`config.mk`:
```
export PLATFORM = sky130hd
export DESIGN_NAME = ltpg_gen
export DESIGN_NICKNAME = d
export VERILOG_FILES = /design/src/ltpg_pkg.sv /design/src/ltpg_crc.sv /design/src/ltpg_gen.sv
export SDC_FILE = /design/constraint.sdc
export NUM_CORES = 1
export LEC_CHECK = 0
export BUFFER_PORTS_ARGS = -buffer_cell sky130_fd_sc_hd__buf_2
export CORE_ASPECT_RATIO = 0.7
export CORE_MARGIN = 5
export CORE_UTILIZATION = 35
export DETAILED_ROUTE_END_ITERATION = 12
export GPL_ROUTABILITY_DRIVEN = 1
export GPL_TIMING_DRIVEN = 0
export PLACE_DENSITY = 0.57
export SETUP_SLACK_MARGIN = 0.5
export SLEW_MARGIN = 10
export SYNTH_ARGS = -nofsm -noshare
export SYNTH_HDL_FRONTEND = slang
export SYNTH_SLANG_ARGS = --single-unit
```
`constraint.sdc`:
```
create_clock -name clk -period 5.89 [get_ports clk]
set_input_delay 1.767 -clock clk [delete_from_list [all_inputs] [get_ports clk]]
set_output_delay 1.767 -clock clk [all_outputs]
set_load 0.005 [all_outputs]
```
`src/ltpg_pkg.sv`:
```
// Purpose: Constants, types and the step table of the link test pattern generator.
// Assumes: One 8-bit character per clock goes to a downstream 8b/10b encoder.
// Notes: Each rule is tagged where its logic or its check stands.
// Summary of operation
// - Low transition density sends F1 FE 27 EE FE C7, then D30.3 pairs n>12 times, then E3 FC E3 FC.
// - Half-rate high transition density repeats D21.5 (B5) more than twelve times.
// - Quarter-rate high transition density sends D24.3 (78) as a pair repeated more than twelve times.
// - High transition density follows the D24.3 pairs with D10.2 n>12 times, then D25.6/D6.1 pairs n>12 times.
// - Low-frequency content sends D11.5 n>12 times, D11.7, a run of D20.2, D20.7, then D11.5 again.
// - Simultaneous switching sends D31.3 (7F) in alternating disparity for more than 512 repetitions.
// - Non-compliant mode sends the bare character stream with no frame start, checksum or frame end.
// - Compliant mode wraps the pattern as frame payload between a start primitive and the CRC plus end primitive.
// - Compliant mode keeps inserting pairs of ALIGN primitives and never suppresses them.
// - A composite class chains low-frequency, low and high transition density classes in order.
// - Characters are encoded at the running disparity in effect, with no forced starting disparity.
// - Compliant frames are filled with the pattern up to the maximum frame payload length.
// - The far-end transmit test mode is entered when the other party sends a self-test frame.
package ltpg_pkg;

    localparam int REP_W = 16;
    localparam int PAY_W = 14;
    localparam logic [REP_W-1:0] REP_MIN_N = 16'h000D;
    localparam logic [REP_W-1:0] REP_MIN_SSO = 16'h0201;
    localparam logic [10:0] ALIGN_GAP_CHARS = 11'h400;

    // Primitive characters.
    localparam logic [7:0] CH_K28_5 = 8'hBC;
    localparam logic [7:0] CH_K28_3 = 8'h7C;
    localparam logic [7:0] CH_D10_2 = 8'h4A;
    localparam logic [7:0] CH_D27_3 = 8'h7B;
    localparam logic [7:0] CH_D23_1 = 8'h37;
    localparam logic [7:0] CH_D21_6 = 8'hD5;
    localparam logic [31:0] CRC_INIT = 32'h52325032;
    localparam logic [31:0] CRC_POLY = 32'h04C11DB7;

    typedef enum logic [2:0] {
        CLS_LTD = 3'b000,
        CLS_HTD = 3'b001,
        CLS_LFSC = 3'b010,
        CLS_SSO = 3'b011,
        CLS_COMP = 3'b100
    } ltpg_class_e;

    typedef enum logic [2:0] {
        ST_IDLE = 3'b000,
        ST_BARE = 3'b001,
        ST_SOF = 3'b010,
        ST_DATA = 3'b011,
        ST_CRC = 3'b100,
        ST_EOF = 3'b101,
        ST_ALIGN = 3'b110
    } ltpg_state_e;

    typedef enum logic [1:0] {
        CNT_ONE = 2'b00,
        CNT_N = 2'b01,
        CNT_SSO = 2'b10
    } ltpg_cnt_e;

    typedef struct packed {
        logic [7:0] ch_a;
        logic [7:0] ch_b;
        logic pair;
        ltpg_cnt_e cnt;
    } ltpg_step_s;

    // Step table: low-frequency 0..3, low density 4..14, high density 15..18, switching 19.
    localparam logic [4:0] IDX_LFSC = 5'h00;
    localparam logic [4:0] IDX_LFSC_END = 5'h03;
    localparam logic [4:0] IDX_LTD = 5'h04;
    localparam logic [4:0] IDX_LTD_END = 5'h0E;
    localparam logic [4:0] IDX_HTD = 5'h0F;
    localparam logic [4:0] IDX_HTD_END = 5'h12;
    localparam logic [4:0] IDX_SSO = 5'h13;

    function automatic ltpg_step_s ltpg_step(input logic [4:0] idx);
        case (idx)
            5'h00: ltpg_step = '{8'hAB, 8'hAB, 1'b0, CNT_N};
            5'h01: ltpg_step = '{8'hEB, 8'hEB, 1'b0, CNT_ONE};
            5'h02: ltpg_step = '{8'h54, 8'h54, 1'b0, CNT_N};
            5'h03: ltpg_step = '{8'hF4, 8'hF4, 1'b0, CNT_ONE};
            5'h04: ltpg_step = '{8'hF1, 8'hF1, 1'b0, CNT_ONE};
            5'h05: ltpg_step = '{8'hFE, 8'hFE, 1'b0, CNT_ONE};
            5'h06: ltpg_step = '{8'h27, 8'h27, 1'b0, CNT_ONE};
            5'h07: ltpg_step = '{8'hEE, 8'hEE, 1'b0, CNT_ONE};
            5'h08: ltpg_step = '{8'hFE, 8'hFE, 1'b0, CNT_ONE};
            5'h09: ltpg_step = '{8'hC7, 8'hC7, 1'b0, CNT_ONE};
            5'h0A: ltpg_step = '{8'h7E, 8'h7E, 1'b1, CNT_N};
            5'h0B: ltpg_step = '{8'hE3, 8'hE3, 1'b0, CNT_ONE};
            5'h0C: ltpg_step = '{8'hFC, 8'hFC, 1'b0, CNT_ONE};
            5'h0D: ltpg_step = '{8'hE3, 8'hE3, 1'b0, CNT_ONE};
            5'h0E: ltpg_step = '{8'hFC, 8'hFC, 1'b0, CNT_ONE};
            5'h0F: ltpg_step = '{8'hB5, 8'hB5, 1'b0, CNT_N};
            5'h10: ltpg_step = '{8'h78, 8'h78, 1'b1, CNT_N};
            5'h11: ltpg_step = '{8'h4A, 8'h4A, 1'b0, CNT_N};
            5'h12: ltpg_step = '{8'hD9, 8'h26, 1'b1, CNT_N};
            5'h13: ltpg_step = '{8'h7F, 8'h7F, 1'b1, CNT_SSO};
            default: ltpg_step = '{8'hAB, 8'hAB, 1'b0, CNT_N};
        endcase
    endfunction

endpackage

```
`src/ltpg_crc.sv`:
```
// Purpose: Frame checksum over payload bytes, updated once per assembled dword.
// Assumes: Bytes arrive low byte first; the dword is folded most significant bit first.
// Notes: The value is final one clock after the fourth byte of the last dword.
`timescale 1ns/1ps
`default_nettype none
module ltpg_crc
    import ltpg_pkg::*;
(
    // Clock and reset.
    input wire logic clk,
    input wire logic reset,
    input wire logic ce,
    // Byte stream.
    input wire logic init,
    input wire logic byte_en,
    input wire logic [7:0] byte_in,
    // Result.
    output logic [31:0] crc
);

    logic [23:0] part_r;
    logic [1:0] cnt_r;

    function automatic logic [31:0] fold(input logic [31:0] c, input logic [31:0] d);
        logic [31:0] r;
        r = c;
        for (int i = 31; i >= 0; i--) begin
            r = (r[31] ^ d[i]) ? ((r << 1) ^ CRC_POLY) : (r << 1);
        end
        return r;
    endfunction

    always_ff @(posedge clk or posedge reset) begin
        if (reset) begin
            part_r <= 24'h000000;
            cnt_r <= 2'h0;
            crc <= CRC_INIT;
        end else if (ce) begin
            if (init) begin
                cnt_r <= 2'h0;
                crc <= CRC_INIT;
            end else if (byte_en) begin
                cnt_r <= cnt_r + 2'h1;
                part_r <= {byte_in, part_r[23:8]};
                if (cnt_r == 2'h3) begin
                    crc <= fold(crc, {byte_in, part_r});
                end
            end
        end
    end

endmodule // ltpg_crc
`default_nettype wire

```
`src/ltpg_gen.sv`:
```
// Purpose: Test pattern source for the serial link transmit path.
// Assumes: The downstream encoder tracks running disparity and turns each character into ten bits.
// Notes: Stop ends the output at once, even inside a frame.
`timescale 1ns/1ps
`default_nettype none
module ltpg_gen
    import ltpg_pkg::*;
#(
    parameter logic [15:0] REP_N = 16'h0010,
    parameter logic [15:0] REP_N_FRAME = 16'h0040,
    parameter logic [15:0] REP_SSO = 16'h0208,
    parameter logic [13:0] PAYLOAD_BYTES = 14'h2000 - 14'h0001
)
(
    // Clock and reset.
    input wire logic clk,
    input wire logic reset,
    input wire logic ce,
    // Control.
    input wire ltpg_pkg::ltpg_class_e class_sel,
    input wire logic compliant,
    input wire logic start,
    input wire logic stop,
    input wire logic far_tx_req,
    // Character stream.
    output logic [7:0] tx_char,
    output logic tx_is_k,
    output logic tx_valid,
    output logic busy
);

    // ------------------------------------------------------------
    // Declarations
    // ------------------------------------------------------------
    ltpg_state_e st_r, st_nxt, ret_r, norm_nxt;
    ltpg_class_e cls_r;
    logic cmp_r;
    logic [2:0] sub_r;
    logic [4:0] idx_r, idx_first, idx_last;
    logic [REP_W-1:0] rep_r, rep_lim, rep_n_r, rep_nf_r, rep_sso_r;
    logic half_r;
    logic [PAY_W-1:0] pay_r;
    logic [10:0] align_cnt_r;
    logic [31:0] crc_val;
    ltpg_step_s step;
    logic [7:0] pat_ch, cur_ch;
    logic cur_k, adv, go, seq_load, dword_end, framed, go_align;

    localparam logic [REP_W-1:0] EFF_N = (REP_N < REP_MIN_N) ? REP_MIN_N : REP_N;
    localparam logic [REP_W-1:0] EFF_NF = (REP_N_FRAME < REP_MIN_N) ? REP_MIN_N : REP_N_FRAME;
    localparam logic [REP_W-1:0] EFF_SSO = (REP_SSO < REP_MIN_SSO) ? REP_MIN_SSO : REP_SSO;

    // ------------------------------------------------------------
    // Pattern sequencer
    // ------------------------------------------------------------
    assign step = ltpg_step(idx_r);
    assign pat_ch = half_r ? step.ch_b : step.ch_a;
    assign go = (start || far_tx_req) && !stop;

    always_comb begin
        idx_first = IDX_LFSC;
        idx_last = IDX_HTD_END;
        case (cls_r)
            CLS_LTD: begin
                idx_first = IDX_LTD;
                idx_last = IDX_LTD_END;
            end
            CLS_HTD: begin
                idx_first = IDX_HTD;
                idx_last = IDX_HTD_END;
            end
            CLS_LFSC: begin
                idx_first = IDX_LFSC;
                idx_last = IDX_LFSC_END;
            end
            CLS_SSO: begin
                idx_first = IDX_SSO;
                idx_last = IDX_SSO;
            end
            default: begin
                idx_first = IDX_LFSC;
                idx_last = IDX_HTD_END;
            end
        endcase
    end

    always_comb begin
        case (step.cnt)
            CNT_ONE: rep_lim = 16'h0001;
            CNT_N: rep_lim = cmp_r ? rep_nf_r : rep_n_r;
            CNT_SSO: rep_lim = rep_sso_r;
            default: rep_lim = 16'h0001;
        endcase
    end

    // Counts are reloaded from their clamped values at reset and at each start.
    always_ff @(posedge clk or posedge reset) begin
        if (reset) begin
            rep_n_r <= EFF_N;
            rep_nf_r <= EFF_NF;
            rep_sso_r <= EFF_SSO;
        end else if (ce && go && st_r == ST_IDLE) begin
            rep_n_r <= EFF_N;
            rep_nf_r <= EFF_NF;
            rep_sso_r <= EFF_SSO;
        end
    end

    assign adv = (st_r == ST_BARE || st_r == ST_DATA) && !stop;
    assign seq_load = (st_r == ST_IDLE && go) || (st_r == ST_EOF && sub_r == 3'h3);

    always_ff @(posedge clk or posedge reset) begin
        if (reset) begin
            cls_r <= CLS_LTD;
            cmp_r <= 1'b0;
        end else if (ce && st_r == ST_IDLE && go) begin
            cls_r <= far_tx_req ? class_sel : class_sel;
            cmp_r <= compliant && !far_tx_req;
        end
    end

    always_ff @(posedge clk or posedge reset) begin
        if (reset) begin
            idx_r <= IDX_LTD;
            rep_r <= '0;
            half_r <= 1'b0;
        end else if (ce) begin
            if (seq_load) begin
                idx_r <= (st_r == ST_IDLE) ? ((class_sel == CLS_LTD) ? IDX_LTD :
                         (class_sel == CLS_HTD) ? IDX_HTD :
                         (class_sel == CLS_SSO) ? IDX_SSO : IDX_LFSC) : idx_first;
                rep_r <= '0;
                half_r <= 1'b0;
            end else if (adv) begin
                if (step.pair && !half_r) begin
                    half_r <= 1'b1;
                end else begin
                    half_r <= 1'b0;
                    if (rep_r + 16'h0001 >= rep_lim) begin
                        rep_r <= '0;
                        idx_r <= (idx_r == idx_last) ? idx_first : idx_r + 5'h01;
                    end else begin
                        rep_r <= rep_r + 16'h0001;
                    end
                end
            end
        end
    end

    // ------------------------------------------------------------
    // Framing state machine
    // ------------------------------------------------------------
    assign framed = cmp_r && st_r != ST_IDLE && st_r != ST_BARE;
    assign dword_end = ((st_r == ST_SOF || st_r == ST_CRC || st_r == ST_EOF) && sub_r == 3'h3)
                       || (st_r == ST_DATA && pay_r[1:0] == 2'h3);
    assign go_align = framed && st_r != ST_ALIGN && dword_end
                      && align_cnt_r >= ALIGN_GAP_CHARS - 11'h001;

    always_comb begin
        norm_nxt = st_r;
        case (st_r)
            ST_IDLE: norm_nxt = go ? (compliant && !far_tx_req ? ST_SOF : ST_BARE) : ST_IDLE;
            ST_BARE: norm_nxt = ST_BARE;
            ST_SOF: norm_nxt = (sub_r == 3'h3) ? ST_DATA : ST_SOF;
            ST_DATA: norm_nxt = (pay_r == PAYLOAD_BYTES) ? ST_CRC : ST_DATA;
            ST_CRC: norm_nxt = (sub_r == 3'h3) ? ST_EOF : ST_CRC;
            ST_EOF: norm_nxt = (sub_r == 3'h3) ? ST_SOF : ST_EOF;
            ST_ALIGN: norm_nxt = (sub_r == 3'h7) ? ret_r : ST_ALIGN;
            default: norm_nxt = ST_IDLE;
        endcase
        st_nxt = stop ? ST_IDLE : (go_align ? ST_ALIGN : norm_nxt);
    end

    always_ff @(posedge clk or posedge reset) begin
        if (reset) begin
            st_r <= ST_IDLE;
            ret_r <= ST_IDLE;
            sub_r <= 3'h0;
        end else if (ce) begin
            st_r <= st_nxt;
            if (go_align) begin
                ret_r <= norm_nxt;
            end
            sub_r <= (st_nxt != st_r) ? 3'h0 : sub_r + 3'h1;
        end
    end

    always_ff @(posedge clk or posedge reset) begin
        if (reset) begin
            pay_r <= '0;
        end else if (ce) begin
            if (st_r == ST_DATA) begin
                pay_r <= pay_r + 14'h0001;
            end else if (st_r == ST_SOF) begin
                pay_r <= '0;
            end
        end
    end

    // Characters since the last ALIGN pair; the pair goes in at the next dword edge.
    always_ff @(posedge clk or posedge reset) begin
        if (reset) begin
            align_cnt_r <= '0;
        end else if (ce) begin
            if (st_r == ST_IDLE || st_r == ST_ALIGN) begin
                align_cnt_r <= '0;
            end else if (framed) begin
                align_cnt_r <= align_cnt_r + 11'h001;
            end
        end
    end

    ltpg_crc u_crc (
        .clk(clk),
        .reset(reset),
        .ce(ce),
        .init(st_r == ST_SOF),
        .byte_en(st_r == ST_DATA),
        .byte_in(pat_ch),
        .crc(crc_val)
    );

    // ------------------------------------------------------------
    // Character output
    // ------------------------------------------------------------
    always_comb begin
        cur_ch = pat_ch;
        cur_k = 1'b0;
        case (st_r)
            ST_SOF: begin
                cur_ch = (sub_r == 3'h0) ? CH_K28_3 : CH_D23_1;
                cur_k = (sub_r == 3'h0);
            end
            ST_CRC: cur_ch = crc_val[8*sub_r[1:0] +: 8];
            ST_EOF: begin
                cur_ch = (sub_r == 3'h0) ? CH_K28_3 : CH_D21_6;
                cur_k = (sub_r == 3'h0);
            end
            ST_ALIGN: begin
                cur_ch = (sub_r[1:0] == 2'h0) ? CH_K28_5 :
                         (sub_r[1:0] == 2'h3) ? CH_D27_3 : CH_D10_2;
                cur_k = (sub_r[1:0] == 2'h0);
            end
            default: begin
                cur_ch = pat_ch;
                cur_k = 1'b0;
            end
        endcase
    end

    // Disparity is left to the encoder, so pairs alternate naturally.
    always_ff @(posedge clk or posedge reset) begin
        if (reset) begin
            tx_char <= 8'h00;
            tx_is_k <= 1'b0;
            tx_valid <= 1'b0;
        end else if (ce) begin
            tx_char <= cur_ch;
            tx_is_k <= cur_k;
            tx_valid <= st_r != ST_IDLE && !stop;
        end
    end

    assign busy = st_r != ST_IDLE;
endmodule // ltpg_gen
`default_nettype wire

```
==> summary.md, run 1 <==
| Metric | Value |
|---|---|
| Slowest-stage cell, CP | or4b_1 |
| Most common flop cell mapped by yosys | dfrtp_1 |
| Post-Syn Instances | 1,038 |
| Final Hold Viols | 0 |
| Via/cell ratio | 5.37 |
| Run status | completed |
| HP Class | reg2reg |
| Port bufs | 19 |
| CTS Buf Count | 17 |
| Startpoint class of the critical path | register |
| Crit path kind | reg2reg |
| DRT iter0 DRCs | 739 |
| WHS Endpoint | tx_valid |
| Min-delay src | tx_valid |
| Final WL | 28,700 microns |
| Vias | 7,891 |
| FMAX | 191 MHz |
| Crit-path max cell delay | 0.55 ns |
| Commonest non-fill, non-tap cell in the layout | xnor2_1 |
| Final GP Congestion | 0.930 |
| Post-synth EDFFs | 0 |
| Synthesized cell area | 10,400 sq um |
| Die Wd | 216 microns |
| TritonRoute pass-1 iters | 5 |
| Max Cap Violations | 0 |
| Setup slack, reg-to-reg | 0.64 ns |
| Dpl cell area | 11,000 sq um |
| Largest net degree at the start of global routing | 75 |
| Mean post-synth cell area | 10.0 sq um |
| Final nets | 1,117 |
| Share of cells above drive strength 1 | 0.148 |
| Post-Place Cells | 1,436 |
| Grt total ovfl | 0 |
| Clock slew at reported path FFs | 0.06 ns |
| Die height | 154 microns |
| Clock Latency Late Sink | 0.43 ns |
| Row count | 52 |
| Clock sink total | 128 |
| Core Box Area | 29,100 sq um |
| Sequential cell area | 3220 sq um |
| Placed wire-length estimate | 21,900 microns |
| Slew Viols, Final | 0 |
| Sequential fraction of the synthesis area | 0.310 |
| Area delta synth->final | 12.2% |
| Post-cts hold buffer count | 0 |
| Crit path cell chain | buf_2 -> inv_1 -> ha_1 -> or4b_1 -> a32oi_2 -> xnor2_2 -> xor2_2 -> xnor3_1 -> xnor3_2 -> xnor3_2 -> xor2_2 -> xnor2_2 -> xnor3_1 -> o21ai_1 |
| H-tree depth | 4 |
| Period Utilization, post-route | 0.891 |
| Area used by multi-input combinational logic | 6910 sq um |
| Vias in the first global route | 7,542 |
| Commonest non-fill, non-tap cells in the layout | 177 x xnor2_1, 116 x dfrtp_1, 91 x nand2_1 |
| CP Data Arrival Time | 5.61 ns |
| Diodes inserted | 0 |
| Netlist cell types | 86 |
| CTS tree | done |
| Io pins | 21 |
| Layout Cells excl Fill | 1,469 |
| DRC | 0 |
| Ys async rst share | 1.00 |
| Design area | 11,700 sq um |
| Clock Path Buffers | 2 |
| Post-DRT Antenna Nets | 0 |
| Root Driver | clkbuf_16 |
| First-pass GRT wire length | 45,000 microns |
| Worst hold path cell count | 2 |
| Register bit total from synthesis | 128 |
| Reg2Reg Depth | 14 |
| Final Critical Period | 5.25 ns |
| Initial antenna violation count | 0 |
| Crit end category | register |
| Detailed-route wire length per cell | 19.5 microns |
| FILL cells | 2,836 |
| Critical Path RT | 6.25 ns |
| Setup Viol. Count Final | 0 |
| Yosys Warn Count | 0 |
| Crit-path max FO | 10 |
| Syn nets | 1,077 |
| GR Util All Layers | 0.173 |
| Die area | 33,300 sq um |
| RR Startpoint | idx_r[0] |
| Clk_skew | 0.0110 ns |
| Worst-Margin Slew | 1.28 ns |
| Reg-to-Reg End | u_crc.crc[11] |
| Worst rel slew slack | 0.146 |
| Setup repair after global routing missed its margin | false |
| Initial Utilization | 0.357 |
[how the worst max path moves through the flow]
stage,from,slack [ns],end,depth (start not counted)
finish,idx_r[0],0.64,u_crc.crc[11],14
global route,idx_r[0],0.50,u_crc.crc[11],14
CTS,idx_r[0],0.66,u_crc.crc[11],14
detailed placement,idx_r[0],0.66,u_crc.crc[11],14
global placement,reset,-1.03,u_crc.crc[7],2
floorplan,reset,0.73,align_cnt_r[0],1
[sequential cells by signal, summed over array words and instances (netlist names)]
name and count:
u_crc.crc 32, u_crc.part_r 24, rep_r 16, pay_r 14
align_cnt_r 11, tx_char 8, idx_r 5, cls_r 3
ret_r 3, st_r 3, sub_r 3, u_crc.cnt_r 2
cmp_r 1, half_r 1, tx_is_k 1, tx_valid 1
[synth_stat cells, drive strengths merged (4+ instances only)]
cell | instances | share of area
o221ai | 4 | 0.0040
nor3b | 4 | 0.0034
a21o | 6 | 0.0043
nand2 | 91 | 0.033
clkbuf | 30 | 0.011
mux2 | 32 | 0.035
a21oi | 34 | 0.016
o2bb2ai | 4 | 0.0034
inv | 25 | 0.0090
o211ai | 7 | 0.0051
xnor3 | 26 | 0.057
xnor2 | 191 | 0.17
mux2i | 12 | 0.012
ha | 29 | 0.035
nand2b | 12 | 0.0072
a32oi | 4 | 0.0041
and2 | 14 | 0.0084
and3 | 10 | 0.0060
buf | 12 | 0.0072
nor3 | 15 | 0.0072
nand4 | 8 | 0.0048
mux4 | 8 | 0.017
a31oi | 10 | 0.0066
nor4 | 4 | 0.0024
dfrtp | 116 | 0.28
o22ai | 7 | 0.0048
o31ai | 12 | 0.0087
or2 | 8 | 0.0048
nand3 | 26 | 0.013
xor3 | 5 | 0.012
o21ai | 69 | 0.034
nor2 | 53 | 0.019
xor2 | 64 | 0.059
nor2b | 9 | 0.0054
o22a | 13 | 0.011
dfstp | 12 | 0.030
or3 | 5 | 0.0030
a211oi | 5 | 0.0048
[layout make-up]
type | instances | area share
multi-input cells | 842 | 0.592
flip-flops and latches | 128 | 0.276
well taps | 378 | 0.0406
clock buffers | 21 | 0.0403
plain buffers | 42 | 0.0161
clock inverters | 11 | 0.0137
repair buffers | 21 | 0.0122
inverters | 26 | 0.00880
[cells by family after synthesis]
group	synth area share
flip-flops	0.310
AO/OA/AOI/OAI	0.131
multiplexers	0.0643
AND/OR/NAND/NOR	0.131
adder cells (fa/ha/maj)	0.0349
buffers and inverters	0.0275
XOR/XNOR	0.302
[metrics by stage]
step	util	hold slack, ns	setup WS, ns	setup TNS [ns]
after floorplan	-	0.443	0.730	0
after global placement	0.377	0.454	-1.03	-116.91
after detailed placement	0.378	0.465	0.664	0
after CTS	0.400	0.478	0.658	0
after global routing	0.401	0.508	0.501	0
final	0.401	0.481	0.645	0
[metal layers]
layer,part of all wire,global-route usage
met1,0.52,0.283
met3,0.080,0.0421
met2,0.39,0.225
met5,0,0
met4,0.010,0.0369
[critical path, delay by kind of cell (launching register included)]
kind | cells | cell delay [ns]
simple gates | 1 | 0.55
flops | 1 | 0.42
compound gates | 2 | 0.53
buf+inv | 2 | 0.41
fa+ha+maj | 1 | 0.28
xor+xnor | 8 | 2.95
[what timing repair did]
item	in CTS	in global routing
setup endpoints to repair	0	5
buffers inserted	0	1
endpoints found under the hold margin	0	0
resized for setup	0	2
Power of run 1 is not shown: default switching activity piles up to over one toggle a cycle in this logic, so the estimate is an artifact.
==> run 2, diff against run 1 <==
--- a/config.mk
+++ b/config.mk
@@ -8,11 +8,11 @@
 export BUFFER_PORTS_ARGS = -buffer_cell sky130_fd_sc_hd__buf_2
 export CORE_ASPECT_RATIO = 0.7
 export CORE_MARGIN = 5
-export CORE_UTILIZATION = 35
+export CORE_UTILIZATION = 60
 export DETAILED_ROUTE_END_ITERATION = 12
 export GPL_ROUTABILITY_DRIVEN = 1
 export GPL_TIMING_DRIVEN = 0
-export PLACE_DENSITY = 0.57
+export PLACE_DENSITY = 0.84
 export SETUP_SLACK_MARGIN = 0.5
 export SLEW_MARGIN = 10
 export SYNTH_ARGS = -nofsm -noshare
==> constraint.sdc (replaced) <==
create_clock -name clk -period 5.89 [get_ports clk]
set_input_delay 1.178 -clock clk [delete_from_list [all_inputs] [get_ports clk]]
set_output_delay 1.178 -clock clk [all_outputs]
set_load 0.005 [all_outputs]
==> run 2 against run 1 <==
- sequential share of layout area up 0.45 points
- critical path depth unchanged
- maximum frequency down 3.5%
- first-iteration DRC count is 56% higher
- core utilization up 27 points
- largest cell class unchanged
==> summary.md, run 2 (synthesis gave the netlist of run 1 again) <==
| Metric | Value |
|---|---|
| Diodes inserted | 0 (unchanged) |
| Share of cells above drive strength 1 | 0.148 (about the same) |
| Area delta synth->final | 10.4% (was 12.2%) |
| Post-Place Cells | 1,289 (was 1,436) |
| Biggest regs | u_crc.crc: 32 flops, u_crc.part_r: 24 flops, rep_r: 16 flops (unchanged) |
| Final GP Congestion | 1.06 (was 0.930) |
| Clock Latency Late Sink | 0.42 ns (was 0.43 ns) |
| Clock Path Buffers | 2 (unchanged) |
| Final nets | 1,117 (unchanged) |
| Setup repair after global routing missed its margin | true (was false) |
| Run status | completed (unchanged) |
| First-pass GRT wire length | 44,700 microns (was 45,000 microns) |
| H-tree depth | 4 (unchanged) |
| Largest Register | u_crc.crc (unchanged) |
| CTS tree | done (unchanged) |
| Io pins | 21 (unchanged) |
| Die Wd | 167 microns (was 216 microns) |
| Grt total ovfl | 0 (unchanged) |
| Startpoint class of the critical path | register (unchanged) |
| Clk_skew | 0.0102 ns (was 0.0110 ns) |
| Slowest-stage cell, CP | or4b_1 (unchanged) |
| Worst rel slew slack | 0.211 (was 0.146) |
| Worst hold path cell count | 1 (was 2) |
| Commonest non-fill, non-tap cell in the layout | xnor2_1 (unchanged) |
| Top delay family on crit path | XOR/XNOR gates (unchanged) |
| Design area | 11,500 sq um (was 11,700 sq um) |
| Min-delay src | tx_char[4] (was tx_valid) |
| Via/cell ratio | 6.34 (was 5.37) |
| Crit path cell chain | buf_2 -> inv_1 -> ha_1 -> or4b_1 -> a32oi_2 -> xnor2_2 -> xor2_2 -> xnor3_1 -> xnor3_2 -> xnor3_2 -> xor2_2 -> xnor2_2 -> xnor3_1 -> o21ai_1 (unchanged) |
| Clock sink total | 128 (unchanged) |
| Crit-path max cell delay | 0.55 ns (about the same) |
| CTS Buf Count | 17 (unchanged) |
| Post-cts hold buffer count | 0 (unchanged) |
| Final WL | 27,800 microns (was 28,700 microns) |
| DRC | 0 (unchanged) |
| Reg-to-Reg End | u_crc.crc[11] (unchanged) |
| Final Hold Viols | 0 (unchanged) |
| Placed wire-length estimate | 20,500 microns (was 21,900 microns) |
| Period Utilization, post-route | 0.923 (was 0.891) |
| Die height | 120 microns (was 154 microns) |
| Final setup TNS | 0 ns (unchanged) |
| Dpl cell area | 10,800 sq um (was 11,000 sq um) |
| Root Driver | clkbuf_16 (unchanged) |
| Post-DRT Antenna Nets | 0 (unchanged) |
| Setup Viol. Count Final | 0 (unchanged) |
| Commonest non-fill, non-tap cells in the layout | 177 x xnor2_1, 116 x dfrtp_1, 91 x nand2_1 (unchanged) |
| HP Class | reg2reg (unchanged) |
| Die area | 20,100 sq um (was 33,300 sq um) |
| Layout Cells excl Fill | 1,322 (was 1,469) |
| Initial antenna violation count | 0 (unchanged) |
| Worst-Margin Slew | 1.17 ns (was 1.28 ns) |
| FILL cells | 1,286 (was 2,836) |
| Crit end category | register (unchanged) |
| WHS Endpoint | tx_char[4] (was tx_valid) |
| Row count | 40 (was 52) |
| Vias in the first global route | 8,118 (was 7,542) |
| Port bufs | 19 (unchanged) |
| FMAX | 184 MHz (was 191 MHz) |
| Setup slack, reg-to-reg | 0.46 ns (was 0.64 ns) |
| RR Startpoint | idx_r[0] (unchanged) |
| Slew Viols, Final | 0 (unchanged) |
| Final Critical Period | 5.43 ns (was 5.25 ns) |
| Initial Utilization | 0.609 (was 0.357) |
| DRT iter0 DRCs | 1,152 (was 739) |
| Reg2Reg Depth | 14 (unchanged) |
| Max FFs per register | 32 (unchanged) |
| Critical Path RT | 6.23 ns (was 6.25 ns) |
| Core Box Area | 17,100 sq um (was 29,100 sq um) |
| Vias | 8,375 (was 7,891) |
| Util after Layout | 0.672 (was 0.401) |
| TritonRoute pass-1 iters | 6 (was 5) |
| GR Util All Layers | 0.282 (was 0.173) |
| Clock slew at reported path FFs | 0.06 ns (about the same) |
| Worst Path Buf+Inv | 2 (unchanged) |
| Crit path kind | reg2reg (unchanged) |
| Crit-path max FO | 10 (unchanged) |
| CP Data Arrival Time | 5.78 ns (was 5.61 ns) |
| Max Cap Violations | 0 (unchanged) |
| Largest net degree at the start of global routing | 86 (was 75) |
| Detailed-route wire length per cell | 21.1 microns (was 19.5 microns) |
[run 2: timing repair]
item	in CTS	in global routing
gates resized for setup	0	3
setup buffers	0	1
endpoints found under the setup margin	0	16
[run 2: per-layer routing]
metal | routed length (microns) | part of all wire | global-route usage | vias to the layer above
li1 | - | - | - | 3703
met5 | 0 | 0 | 0 | -
met1 | 12300 | 0.44 | 0.421 | 4133
met2 | 11800 | 0.42 | 0.396 | 479
met3 | 3140 | 0.11 | 0.0859 | 60
met4 | 629 | 0.023 | 0.0786 | 0
[run 2: area by class of cell]
type	instances	area, sq um	area share
Clock buffer	18	429	0.0374
Clock inverter	14	190	0.0166
Tap cell	231	289	0.0252
Inverter	26	103	0.00894
Multi-Input combinational cell	842	6920	0.603
Sequential cell	128	3220	0.280
Timing Repair Buffer	21	143	0.0124
Buffer	42	188	0.0164
[run 2: worst max-delay path by stage]
stage,startpoint,cells past startpoint,endpoint
after floorplan,reset,1,align_cnt_r[0]
after global placement,reset,2,u_crc.crc[10]
after detailed placement,idx_r[0],14,u_crc.crc[11]
after CTS,idx_r[0],14,u_crc.crc[11]
after global routing,idx_r[0],14,u_crc.crc[11]
final,idx_r[0],14,u_crc.crc[11]
[run 2: worst reg2reg max path, stage by stage (launching register included)]
cell,delay [ns]
dfrtp_1,0.44
buf_2,0.27
inv_1,0.15
ha_1,0.29
or4b_1,0.55
a32oi_2,0.35
xnor2_2,0.33
xor2_2,0.41
xnor3_1,0.45
xnor3_2,0.49
xnor3_2,0.48
xor2_2,0.42
xnor2_2,0.19
xnor3_1,0.38
o21ai_1,0.14
[run 2: stage by stage]
step	hold slack [ns]	setup WS [ns]
after CTS	0.478	0.521
after floorplan	0.443	1.32
after detailed placement	0.466	0.581
after global routing	0.499	0.283
final	0.479	0.456
after global placement	0.459	-0.129
Power of run 2 is left out for the same reason.
